[src/rtl/ifeu_pkg.sv]
/*
 * Constants for the interrupt flag and enable unit: register offsets,
 * source bit positions, control field layout, reset values and rates.
 * Assumes a 50 MHz sys_clk and a divider that makes the low-rate clock.
 */
package ifeu_pkg;
   // ****************************************************************
   // Register map
   // ****************************************************************
   localparam logic [7:0] ADDR_ENABLE = 8'h0c;
   localparam logic [7:0] ADDR_FLAGS = 8'h0d;
   localparam logic [7:0] ADDR_ROUTE = 8'h0e;
   localparam logic [7:0] ADDR_TICK_CTRL = 8'h0f;
   // ****************************************************************
   // Source bit positions
   // ****************************************************************
   localparam int NUM_SRC = 6;
   localparam int SRC_TIMER2 = 0;
   localparam int SRC_TIMER1 = 1;
   localparam int SRC_TIMER0 = 2;
   localparam int SRC_FAST = 3;
   localparam int SRC_SLOW = 4;
   localparam int SRC_EXT = 5;
   // ****************************************************************
   // Tick control fields and reset values
   // ****************************************************************
   localparam int FAST_SEL_LSB = 0;
   localparam int SLOW_SEL_LSB = 3;
   localparam int EDGE_BIT = 6;
   localparam logic [2:0] FAST_SEL_RST = 3'h3;
   localparam logic [2:0] SLOW_SEL_RST = 3'h0;
   localparam logic EDGE_RST = 1'b1;
   localparam logic [5:0] SRC_RST = 6'h00;
   // ****************************************************************
   // Divider chain: stages 0..13, low-rate clock 32768 Hz
   // ****************************************************************
   localparam int DIV_STAGES = 14;
   // Divider stage tapped by each fast tick code, code 0 first
   localparam int FAST_STAGE_C0 = 10;
   localparam int FAST_STAGE_C1 = 8;
   localparam int FAST_STAGE_C2 = 6;
   localparam int FAST_STAGE_C3 = 4;
   localparam int FAST_STAGE_C4 = 3;
   localparam int FAST_STAGE_C5 = 2;
   localparam int FAST_STAGE_C6 = 1;
   localparam int FAST_STAGE_C7 = 0;
   // Slow tick code 0 taps this stage, each higher code one lower
   localparam int SLOW_STAGE_C0 = 13;
   // Cycles after reset before the pin edge detector is trusted
   localparam logic [2:0] EXT_PRIME_LAST = 3'h4;
   localparam int SYS_HZ = 50000000;
   localparam int LOW_HZ = 32768;
   localparam int LOW_DIV = SYS_HZ / LOW_HZ;
   localparam logic [10:0] LOW_DIV_LAST = 11'(LOW_DIV - 1);
endpackage

[src/rtl/ifeu_top.sv]
/*
 * Interrupt flag and enable unit: six sticky flags, enables, routing
 * to ordinary or non-maskable request, and the real-time tick chain.
 * Registers sit on a plain strobe port: enables, flags (a written 0
 * clears, a written 1 keeps), routing and tick control; read data
 * follow one cycle after the read strobe and read zero otherwise.
 * Assumes timer events are one-cycle pulses on sys_clk and the
 * external pin is asynchronous; halt_mode comes from power control.
 * Assumes the low-rate clock may be made from sys_clk, so the tick
 * rates are nominal, and that the core takes level requests on
 * sys_clk.
 */
`timescale 1ns/10ps
module ifeu_top (
   input wire logic sys_clk,
   input wire logic rst_n,
   input wire logic [7:0] reg_addr,
   input wire logic [7:0] reg_wdata,
   input wire logic reg_wr,
   input wire logic reg_rd,
   output logic [7:0] reg_rdata,
   input wire logic timer2_evt,
   input wire logic timer1_evt,
   input wire logic timer0_evt,
   input wire logic ext_pin,
   input wire logic halt_mode,
   output logic irq_req,
   output logic nmi_req
);
   // ****************************************************************
   // Registers
   // ****************************************************************
   // Software-visible state
   logic [5:0] enable_q;
   logic [5:0] flags_q;
   logic [5:0] flags_d;
   logic [5:0] route_q;
   logic [2:0] fast_sel_q;
   logic [2:0] slow_sel_q;
   logic edge_rise_q;
   logic [7:0] rdata_d;
   logic irq_d;
   logic nmi_d;
   // Divider, pin and event nets
   logic [10:0] pre_q;
   logic [10:0] pre_d;
   logic low_tick;
   logic [13:0] div_q;
   logic [13:0] div_d;
   logic [2:0] ext_sync_q;
   logic ext_lvl_q;
   logic [2:0] ext_prime_q;
   logic ext_armed;
   logic [5:0] evt;
   logic fast_evt;
   logic slow_evt;
   logic ext_evt;
   logic wr_en;
   logic hit_enable;
   logic hit_flags;
   logic hit_route;
   logic hit_tick;

   // Tap stage for the fast tick; the low codes skip stages on purpose
   // so that eight codes spread over stages 10 down to 0
   function automatic int fast_stage(input logic [2:0] sel);
      unique case (sel)
         3'h0: fast_stage = ifeu_pkg::FAST_STAGE_C0;
         3'h1: fast_stage = ifeu_pkg::FAST_STAGE_C1;
         3'h2: fast_stage = ifeu_pkg::FAST_STAGE_C2;
         3'h3: fast_stage = ifeu_pkg::FAST_STAGE_C3;
         3'h4: fast_stage = ifeu_pkg::FAST_STAGE_C4;
         3'h5: fast_stage = ifeu_pkg::FAST_STAGE_C5;
         3'h6: fast_stage = ifeu_pkg::FAST_STAGE_C6;
         3'h7: fast_stage = ifeu_pkg::FAST_STAGE_C7;
      endcase
   endfunction

   // Tap stage for the slow tick: one stage per code, counting down
   function automatic int slow_stage(input logic [2:0] sel);
      slow_stage = ifeu_pkg::SLOW_STAGE_C0 - int'(sel);
   endfunction

   // Address match, shared by every write process
   function automatic logic addr_hit(input logic [7:0] addr, input logic [7:0] target);
      addr_hit = (addr == target);
   endfunction

   assign wr_en = reg_wr;

   // Register selects
   assign hit_enable = addr_hit(reg_addr, ifeu_pkg::ADDR_ENABLE);
   assign hit_flags = addr_hit(reg_addr, ifeu_pkg::ADDR_FLAGS);
   assign hit_route = addr_hit(reg_addr, ifeu_pkg::ADDR_ROUTE);
   assign hit_tick = addr_hit(reg_addr, ifeu_pkg::ADDR_TICK_CTRL);

   // ****************************************************************
   // Real-time divider chain
   // ****************************************************************
   // The prescaler stands in for the low-rate oscillator; its period is
   // the truncated clock ratio, so the ticks run a little fast
   always_comb begin
      if (pre_q == ifeu_pkg::LOW_DIV_LAST) begin
         pre_d = 11'h000;
      end else begin
         pre_d = pre_q + 11'h001;
      end
   end

   // Frozen in halt, as the low-rate clock is stopped there
   always_ff @(posedge sys_clk) begin
      if (!rst_n) begin
         pre_q <= 11'h000;
      end else if (!halt_mode) begin
         pre_q <= pre_d;
      end
   end

   assign low_tick = !halt_mode && (pre_q == ifeu_pkg::LOW_DIV_LAST);

   // Binary count; stage n toggles at low_rate/2^(n+1), so it rises
   // once every 2^(n+1) low ticks
   always_comb begin
      div_d = div_q + 14'h0001;
   end

   // Counter advances once per low tick only
   always_ff @(posedge sys_clk) begin
      if (!rst_n) begin
         div_q <= 14'h0000;
      end else if (low_tick) begin
         div_q <= div_d;
      end
   end

   // ****************************************************************
   // Tick events
   // ****************************************************************
   // Tick fires on rising edge of the selected stage; a tap change is
   // only looked at on a low tick, never between two of them
   always_comb begin
      fast_evt = low_tick && !div_q[fast_stage(fast_sel_q)]
                 && div_d[fast_stage(fast_sel_q)];
      slow_evt = low_tick && !div_q[slow_stage(slow_sel_q)]
                 && div_d[slow_stage(slow_sel_q)];
   end

   // ****************************************************************
   // External pin
   // ****************************************************************
   // Three stages; the first feeds only the second
   always_ff @(posedge sys_clk) begin
      if (!rst_n) begin
         ext_sync_q <= 3'h0;
      end else begin
         ext_sync_q <= {ext_sync_q[1:0], ext_pin};
      end
   end

   // Settled pin level, taken only when the last two stages agree
   always_ff @(posedge sys_clk) begin
      if (!rst_n) begin
         ext_lvl_q <= 1'b0;
      end else if (ext_sync_q[1] == ext_sync_q[2]) begin
         ext_lvl_q <= ext_sync_q[2];
      end
   end

   // Hold the detector off until the chain holds real pin samples, so a
   // pin idling high gives no false edge; an edge this early is lost
   always_ff @(posedge sys_clk) begin
      if (!rst_n) begin
         ext_prime_q <= 3'h0;
      end else if (!ext_armed) begin
         ext_prime_q <= ext_prime_q + 3'h1;
      end
   end

   assign ext_armed = (ext_prime_q == ifeu_pkg::EXT_PRIME_LAST);

   // Edge only on an agreed change, so a glitch counts once at most
   assign ext_evt = ext_armed && (ext_sync_q[1] == ext_sync_q[2])
                    && (ext_sync_q[2] != ext_lvl_q)
                    && (ext_sync_q[2] == edge_rise_q);

   // ****************************************************************
   // Sources
   // ****************************************************************
   // Source gathering: bit order matches the enable, flag and routing
   // registers, timer2 at the bottom and the pin at the top
   always_comb begin
      evt = 6'h00;
      evt[ifeu_pkg::SRC_TIMER2] = timer2_evt;
      evt[ifeu_pkg::SRC_TIMER1] = timer1_evt;
      evt[ifeu_pkg::SRC_TIMER0] = timer0_evt;
      evt[ifeu_pkg::SRC_FAST] = fast_evt;
      evt[ifeu_pkg::SRC_SLOW] = slow_evt;
      evt[ifeu_pkg::SRC_EXT] = ext_evt;
   end

   // ****************************************************************
   // Software registers
   // ****************************************************************
   // Enable bits; a disabled source still sets its flag for polling
   always_ff @(posedge sys_clk) begin
      if (!rst_n) begin
         enable_q <= ifeu_pkg::SRC_RST;
      end else if (wr_en && hit_enable) begin
         enable_q <= reg_wdata[5:0];
      end
   end

   // Routing bits; reset sends every source to the ordinary line
   always_ff @(posedge sys_clk) begin
      if (!rst_n) begin
         route_q <= ifeu_pkg::SRC_RST;
      end else if (wr_en && hit_route) begin
         route_q <= reg_wdata[5:0];
      end
   end

   // Tick taps and pin edge polarity
   always_ff @(posedge sys_clk) begin
      if (!rst_n) begin
         fast_sel_q <= ifeu_pkg::FAST_SEL_RST;
         slow_sel_q <= ifeu_pkg::SLOW_SEL_RST;
         edge_rise_q <= ifeu_pkg::EDGE_RST;
      end else if (wr_en && hit_tick) begin
         fast_sel_q <= reg_wdata[ifeu_pkg::FAST_SEL_LSB +: 3];
         slow_sel_q <= reg_wdata[ifeu_pkg::SLOW_SEL_LSB +: 3];
         edge_rise_q <= reg_wdata[ifeu_pkg::EDGE_BIT];
      end
   end

   // ****************************************************************
   // Interrupt flags
   // ****************************************************************
   // Written 0 clears, written 1 keeps; an event in the cycle of its
   // own clear wins, so no event is ever lost
   always_comb begin
      flags_d = flags_q | evt;
      if (wr_en && hit_flags) begin
         flags_d = (flags_q & reg_wdata[5:0]) | evt;
      end
   end

   // Sticky flags
   always_ff @(posedge sys_clk) begin
      if (!rst_n) begin
         flags_q <= ifeu_pkg::SRC_RST;
      end else begin
         flags_q <= flags_d;
      end
   end

   // ****************************************************************
   // Read port
   // ****************************************************************
   // Read data select; unmapped addresses and idle cycles read zero
   always_comb begin
      rdata_d = 8'h00;
      if (reg_rd) begin
         unique case (reg_addr)
            ifeu_pkg::ADDR_ENABLE: rdata_d = {2'h0, enable_q};
            ifeu_pkg::ADDR_FLAGS: rdata_d = {2'h0, flags_q};
            ifeu_pkg::ADDR_ROUTE: rdata_d = {2'h0, route_q};
            ifeu_pkg::ADDR_TICK_CTRL: rdata_d = {1'b0, edge_rise_q, slow_sel_q, fast_sel_q};
            default: rdata_d = 8'h00;
         endcase
      end
   end

   // Read data, one cycle after the strobe and only then
   always_ff @(posedge sys_clk) begin
      if (!rst_n) begin
         reg_rdata <= 8'h00;
      end else begin
         reg_rdata <= rdata_d;
      end
   end

   // ****************************************************************
   // Requests to the core
   // ****************************************************************
   // Split pending sources by routing; a source sent to the
   // non-maskable line never shows on the ordinary one
   always_comb begin
      irq_d = |(flags_q & enable_q & ~route_q);
      nmi_d = |(flags_q & enable_q & route_q);
   end

   // Registered so the outputs come straight from flip-flops, at the
   // cost of one cycle between a flag and its request
   always_ff @(posedge sys_clk) begin
      if (!rst_n) begin
         irq_req <= 1'b0;
         nmi_req <= 1'b0;
      end else begin
         irq_req <= irq_d;
         nmi_req <= nmi_d;
      end
   end
endmodule

[config.mk]
export PLATFORM = sky130hd
export DESIGN_NAME = ifeu_top
export DESIGN_NICKNAME = d
export VERILOG_FILES = /design/src/rtl/ifeu_pkg.sv /design/src/rtl/ifeu_top.sv
export SDC_FILE = /design/constraint.sdc
export NUM_CORES = 1
export LEC_CHECK = 0
export ABC_CLOCK_PERIOD_IN_PS = 4400
export BUFFER_PORTS_ARGS = -buffer_cell sky130_fd_sc_hd__buf_2
export CAP_MARGIN = 40
export CORE_ASPECT_RATIO = 0.9
export CORE_MARGIN = 2
export CORE_UTILIZATION = 60
export DETAILED_ROUTE_END_ITERATION = 12
export HOLD_SLACK_MARGIN = 0.15
export PLACE_DENSITY = 0.8
export SYNTH_ARGS = -nofsm -noshare
export SYNTH_HDL_FRONTEND = slang
export SYNTH_SLANG_ARGS = --single-unit
[constraint.sdc]
create_clock -name sys_clk -period 4.4 [get_ports sys_clk]
set_input_delay 0.44 -clock sys_clk [delete_from_list [all_inputs] [get_ports sys_clk]]
set_output_delay 0.44 -clock sys_clk [all_outputs]
set_load 0.01 [all_outputs]
==> out/results.ini <==
[synth]
yosysWarningCount=0
ys_seq_elements=70
yosysTopAreaCell=dfxtp_1
synthArstFlopShare_pct=0
synth_cell_types=53
synth_cells=447
yosys.area.top_type_share_pct=36.7
synthTopCellsByCount=dfxtp_1, nor2_1, nand2_1
synth_enable_flop_cells=0
synth_most_common_cell=dfxtp_1
ys_seq_area_share_pct=36.7
syn_area_mm2=0.00382
synth.top_cells.by_area=dfxtp_1, mux2i_1, mux4_2
syn_avg_cell_area_um2=8.54
synthesis.nets=478
ys.flop_type=dfxtp_1

[die]
dieArea_mm2=0.00702
start_util_pct=62.1
core_mm2=0.00615
rows=27
die_y_um=79.7
num_io_pins=35
die_w_um=88.1

[cts]
clock-sinks=70
clockRootBuffer=clkbuf_8
cts_max_path_buffers=2
path_clk_slew_ps=80
cts_tree=done
post_cts_resized=0
cts_hold_buffers=0
postCtsSetupRepairBufs=0
clkLatencyLatePin_ps=350
cts_max_level=3
numCtsBuffers=9

[critical_path]
crit_path_end_kind=flip-flop
path_class=flip-flop to flip-flop
arrival_ps=2670
critPathRequiredTime_ps=4630
r2r-start=div_q[0]
cp_common_cell=o31ai_1
critical_path.slowest_cell=dfxtp_1
crit_fanout=12
ff2ff_setup_slack_ps=1960
worstSetupStartpointType=flip-flop
critical-path-max-stage-delay_ps=530
r2r_cells=7
crit_chain=ha_1, nand3_1, xnor2_1, a221oi_1, o31ai_1, a311oi_1, o31ai_1
crit_end=flags_q[3]
crit_start=div_q[0]
regToRegEndpoint=flags_q[3]

[drt]
vias=3274
vias_per_cell=5.95
wl_met1_mm=3.94
routed-wl-met2_mm=4.25
wl_met3_um=625
drt_iter0_markers=245
finalWirelength_mm=8.92
routedWlPerCell_um=16.2
drc=0
top_layer=met4
dr.pass1.iters=7
antenna_left=0

[grt]
grt_max_degree=25
grt_pass1_wl_mm=14.9
grt_usage_pct=27.2
grt_pass1_vias=3149
overflow=0
antenna_found_initial=0

[place]
portBuffers=32
dp_hpwl_mm=6.05
placed_cells=534
place_congestion=0.939
dp_slack_ps=1960
place_area_mm2=0.00397

[timing]
rsz0062_at_grt=false
worst_slack_ps=1960
fin_crit_sh_pct=55.4
maxSlewViolCount=0
max_slew_margin_pct=48.9
tightest_slew_ps=766
fmax_ghz=0.410
holdWs_ps=312
final.min_clock_period_ps=2440
setup_tns_ps=0
hold_viol=0
finalSetupViolCount=0
fin_skew_ps=7.23

[worst_hold_path]
hold_path_class=primary input to flip-flop

[run]
maxCapViolCount=0

[layout]
final_cell_area_mm2=0.00420
diodes=0
nets=489
drive_above_1_share_pct=14.7
syn_to_final_growth_pct=9.97
final_cell_count_no_fill=550

[pwr]
p_leak_nw=1.56
max-vdd-ir-drop_uv=276
power_density_mw_per_mm2=313

[outcome]
status=completed

## state kept, by name, indices dropped and copies added, names as in the netlist, named ones only
name and count:
div_q 14, pre_q 11, reg_rdata 7, enable_q 6, flags_q 6, route_q 6
ext_prime_q 3, ext_sync_q 3, fast_sel_q 3, slow_sel_q 3, edge_rise_q 1, ext_lvl_q 1
irq_req 1, nmi_req 1
## how the worst min path moves through the flow
stage                  startpoint       endpoint  depth (start not counted)
floorplan           ext_sync_q[0]  ext_sync_q[1]                          1
global placement    ext_sync_q[0]  ext_sync_q[1]                          1
detailed placement  ext_sync_q[0]  ext_sync_q[1]                          1
CTS                  reg_wdata[6]    edge_rise_q                          3
global route              ext_pin  ext_sync_q[0]                          2
finish               reg_wdata[6]    edge_rise_q                          3
## placed cells by master (no fill, tap or decap), types with 2 or more instances in the layout
master     instances
clkinv_4           2
nand3_1           14
xor2_1            13
dfxtp_1           70
and4_1             4
o31ai_1            5
xnor2_1           14
nand2_1           39
nor2_1            52
a21oi_1           20
a311oi_1           3
o211ai_1           4
nor3_1            11
mux2i_1           30
o22ai_1            5
a31oi_1            5
mux4_2            10
bufinv_16          2
ha_1               6
nand2b_1           3
nand4_1            9
a211oi_1           4
nor2_2             2
o21ai_1            4
o21ai_0           14
nor2b_1           12
inv_1             20
and2_1             3
or3_1              5
a221oi_1           4
clkbuf_8          10
and3_1             9
nor4b_1            2
buf_2             32
## worst max-delay path, delay by kind of cell, from the launching register on
kind                       cells  cell delay [ps]
adders and majority gates      1              350
DFF                            1              530
and+or+nand+nor                1              410
xor gates and xnor gates       1              260
AOI/OAI and AO/OA              4              790
## per-stage QoR
stage	utilization (%)	total power [mW]
2_1_floorplan	-	0.700
3_3_place_gp	64.0	0.720
3_5_place_dp	64.5	0.725
4_1_cts	68.3	1.32
5_1_grt	68.3	1.35
6_report	68.3	1.31
## final cells by class
cell class / instances / area [um2]
clock buffer: 10 / 138
multi-input combinational: 323 / 2190
sequential: 70 / 1400
inverter: 21 / 78.8
timing repair buffer: 33 / 188
fill: 512 / 1950
tap: 87 / 109
clock inverter: 6 / 93.8
## layer usage
metal	global-route usage (%)	vias to the layer above
met3	6.72	10
met5	0	-
met4	7.12	0
li1	-	1600
met1	35.9	1529
met2	44.6	135
## power by group
| group | internal [mW] | switching (mW) | leakage [nW] | total (mW) |
|---|---|---|---|---|
| logic | 0.0268 | 0.0334 | 0.878 | 0.0602 |
| clock network | 0.339 | 0.263 | 0.113 | 0.601 |
| registers | 0.642 | 0.00808 | 0.566 | 0.650 |
## logic make-up after synthesis
logic type / count (synthesis) / share of synthesized area (%)
AO/OA/AOI/OAI: 80 / 13.6
other: 1 / 0.0983
buffers and inverters: 54 / 5.93
flip-flops: 70 / 36.7
multiplexers: 40 / 13.8
AND/OR/NAND/NOR: 169 / 21.7
XOR/XNOR: 27 / 6.20
adder cells (fa/ha/maj): 6 / 1.97
No activity file was read; power rests on OpenSTA's default activity.
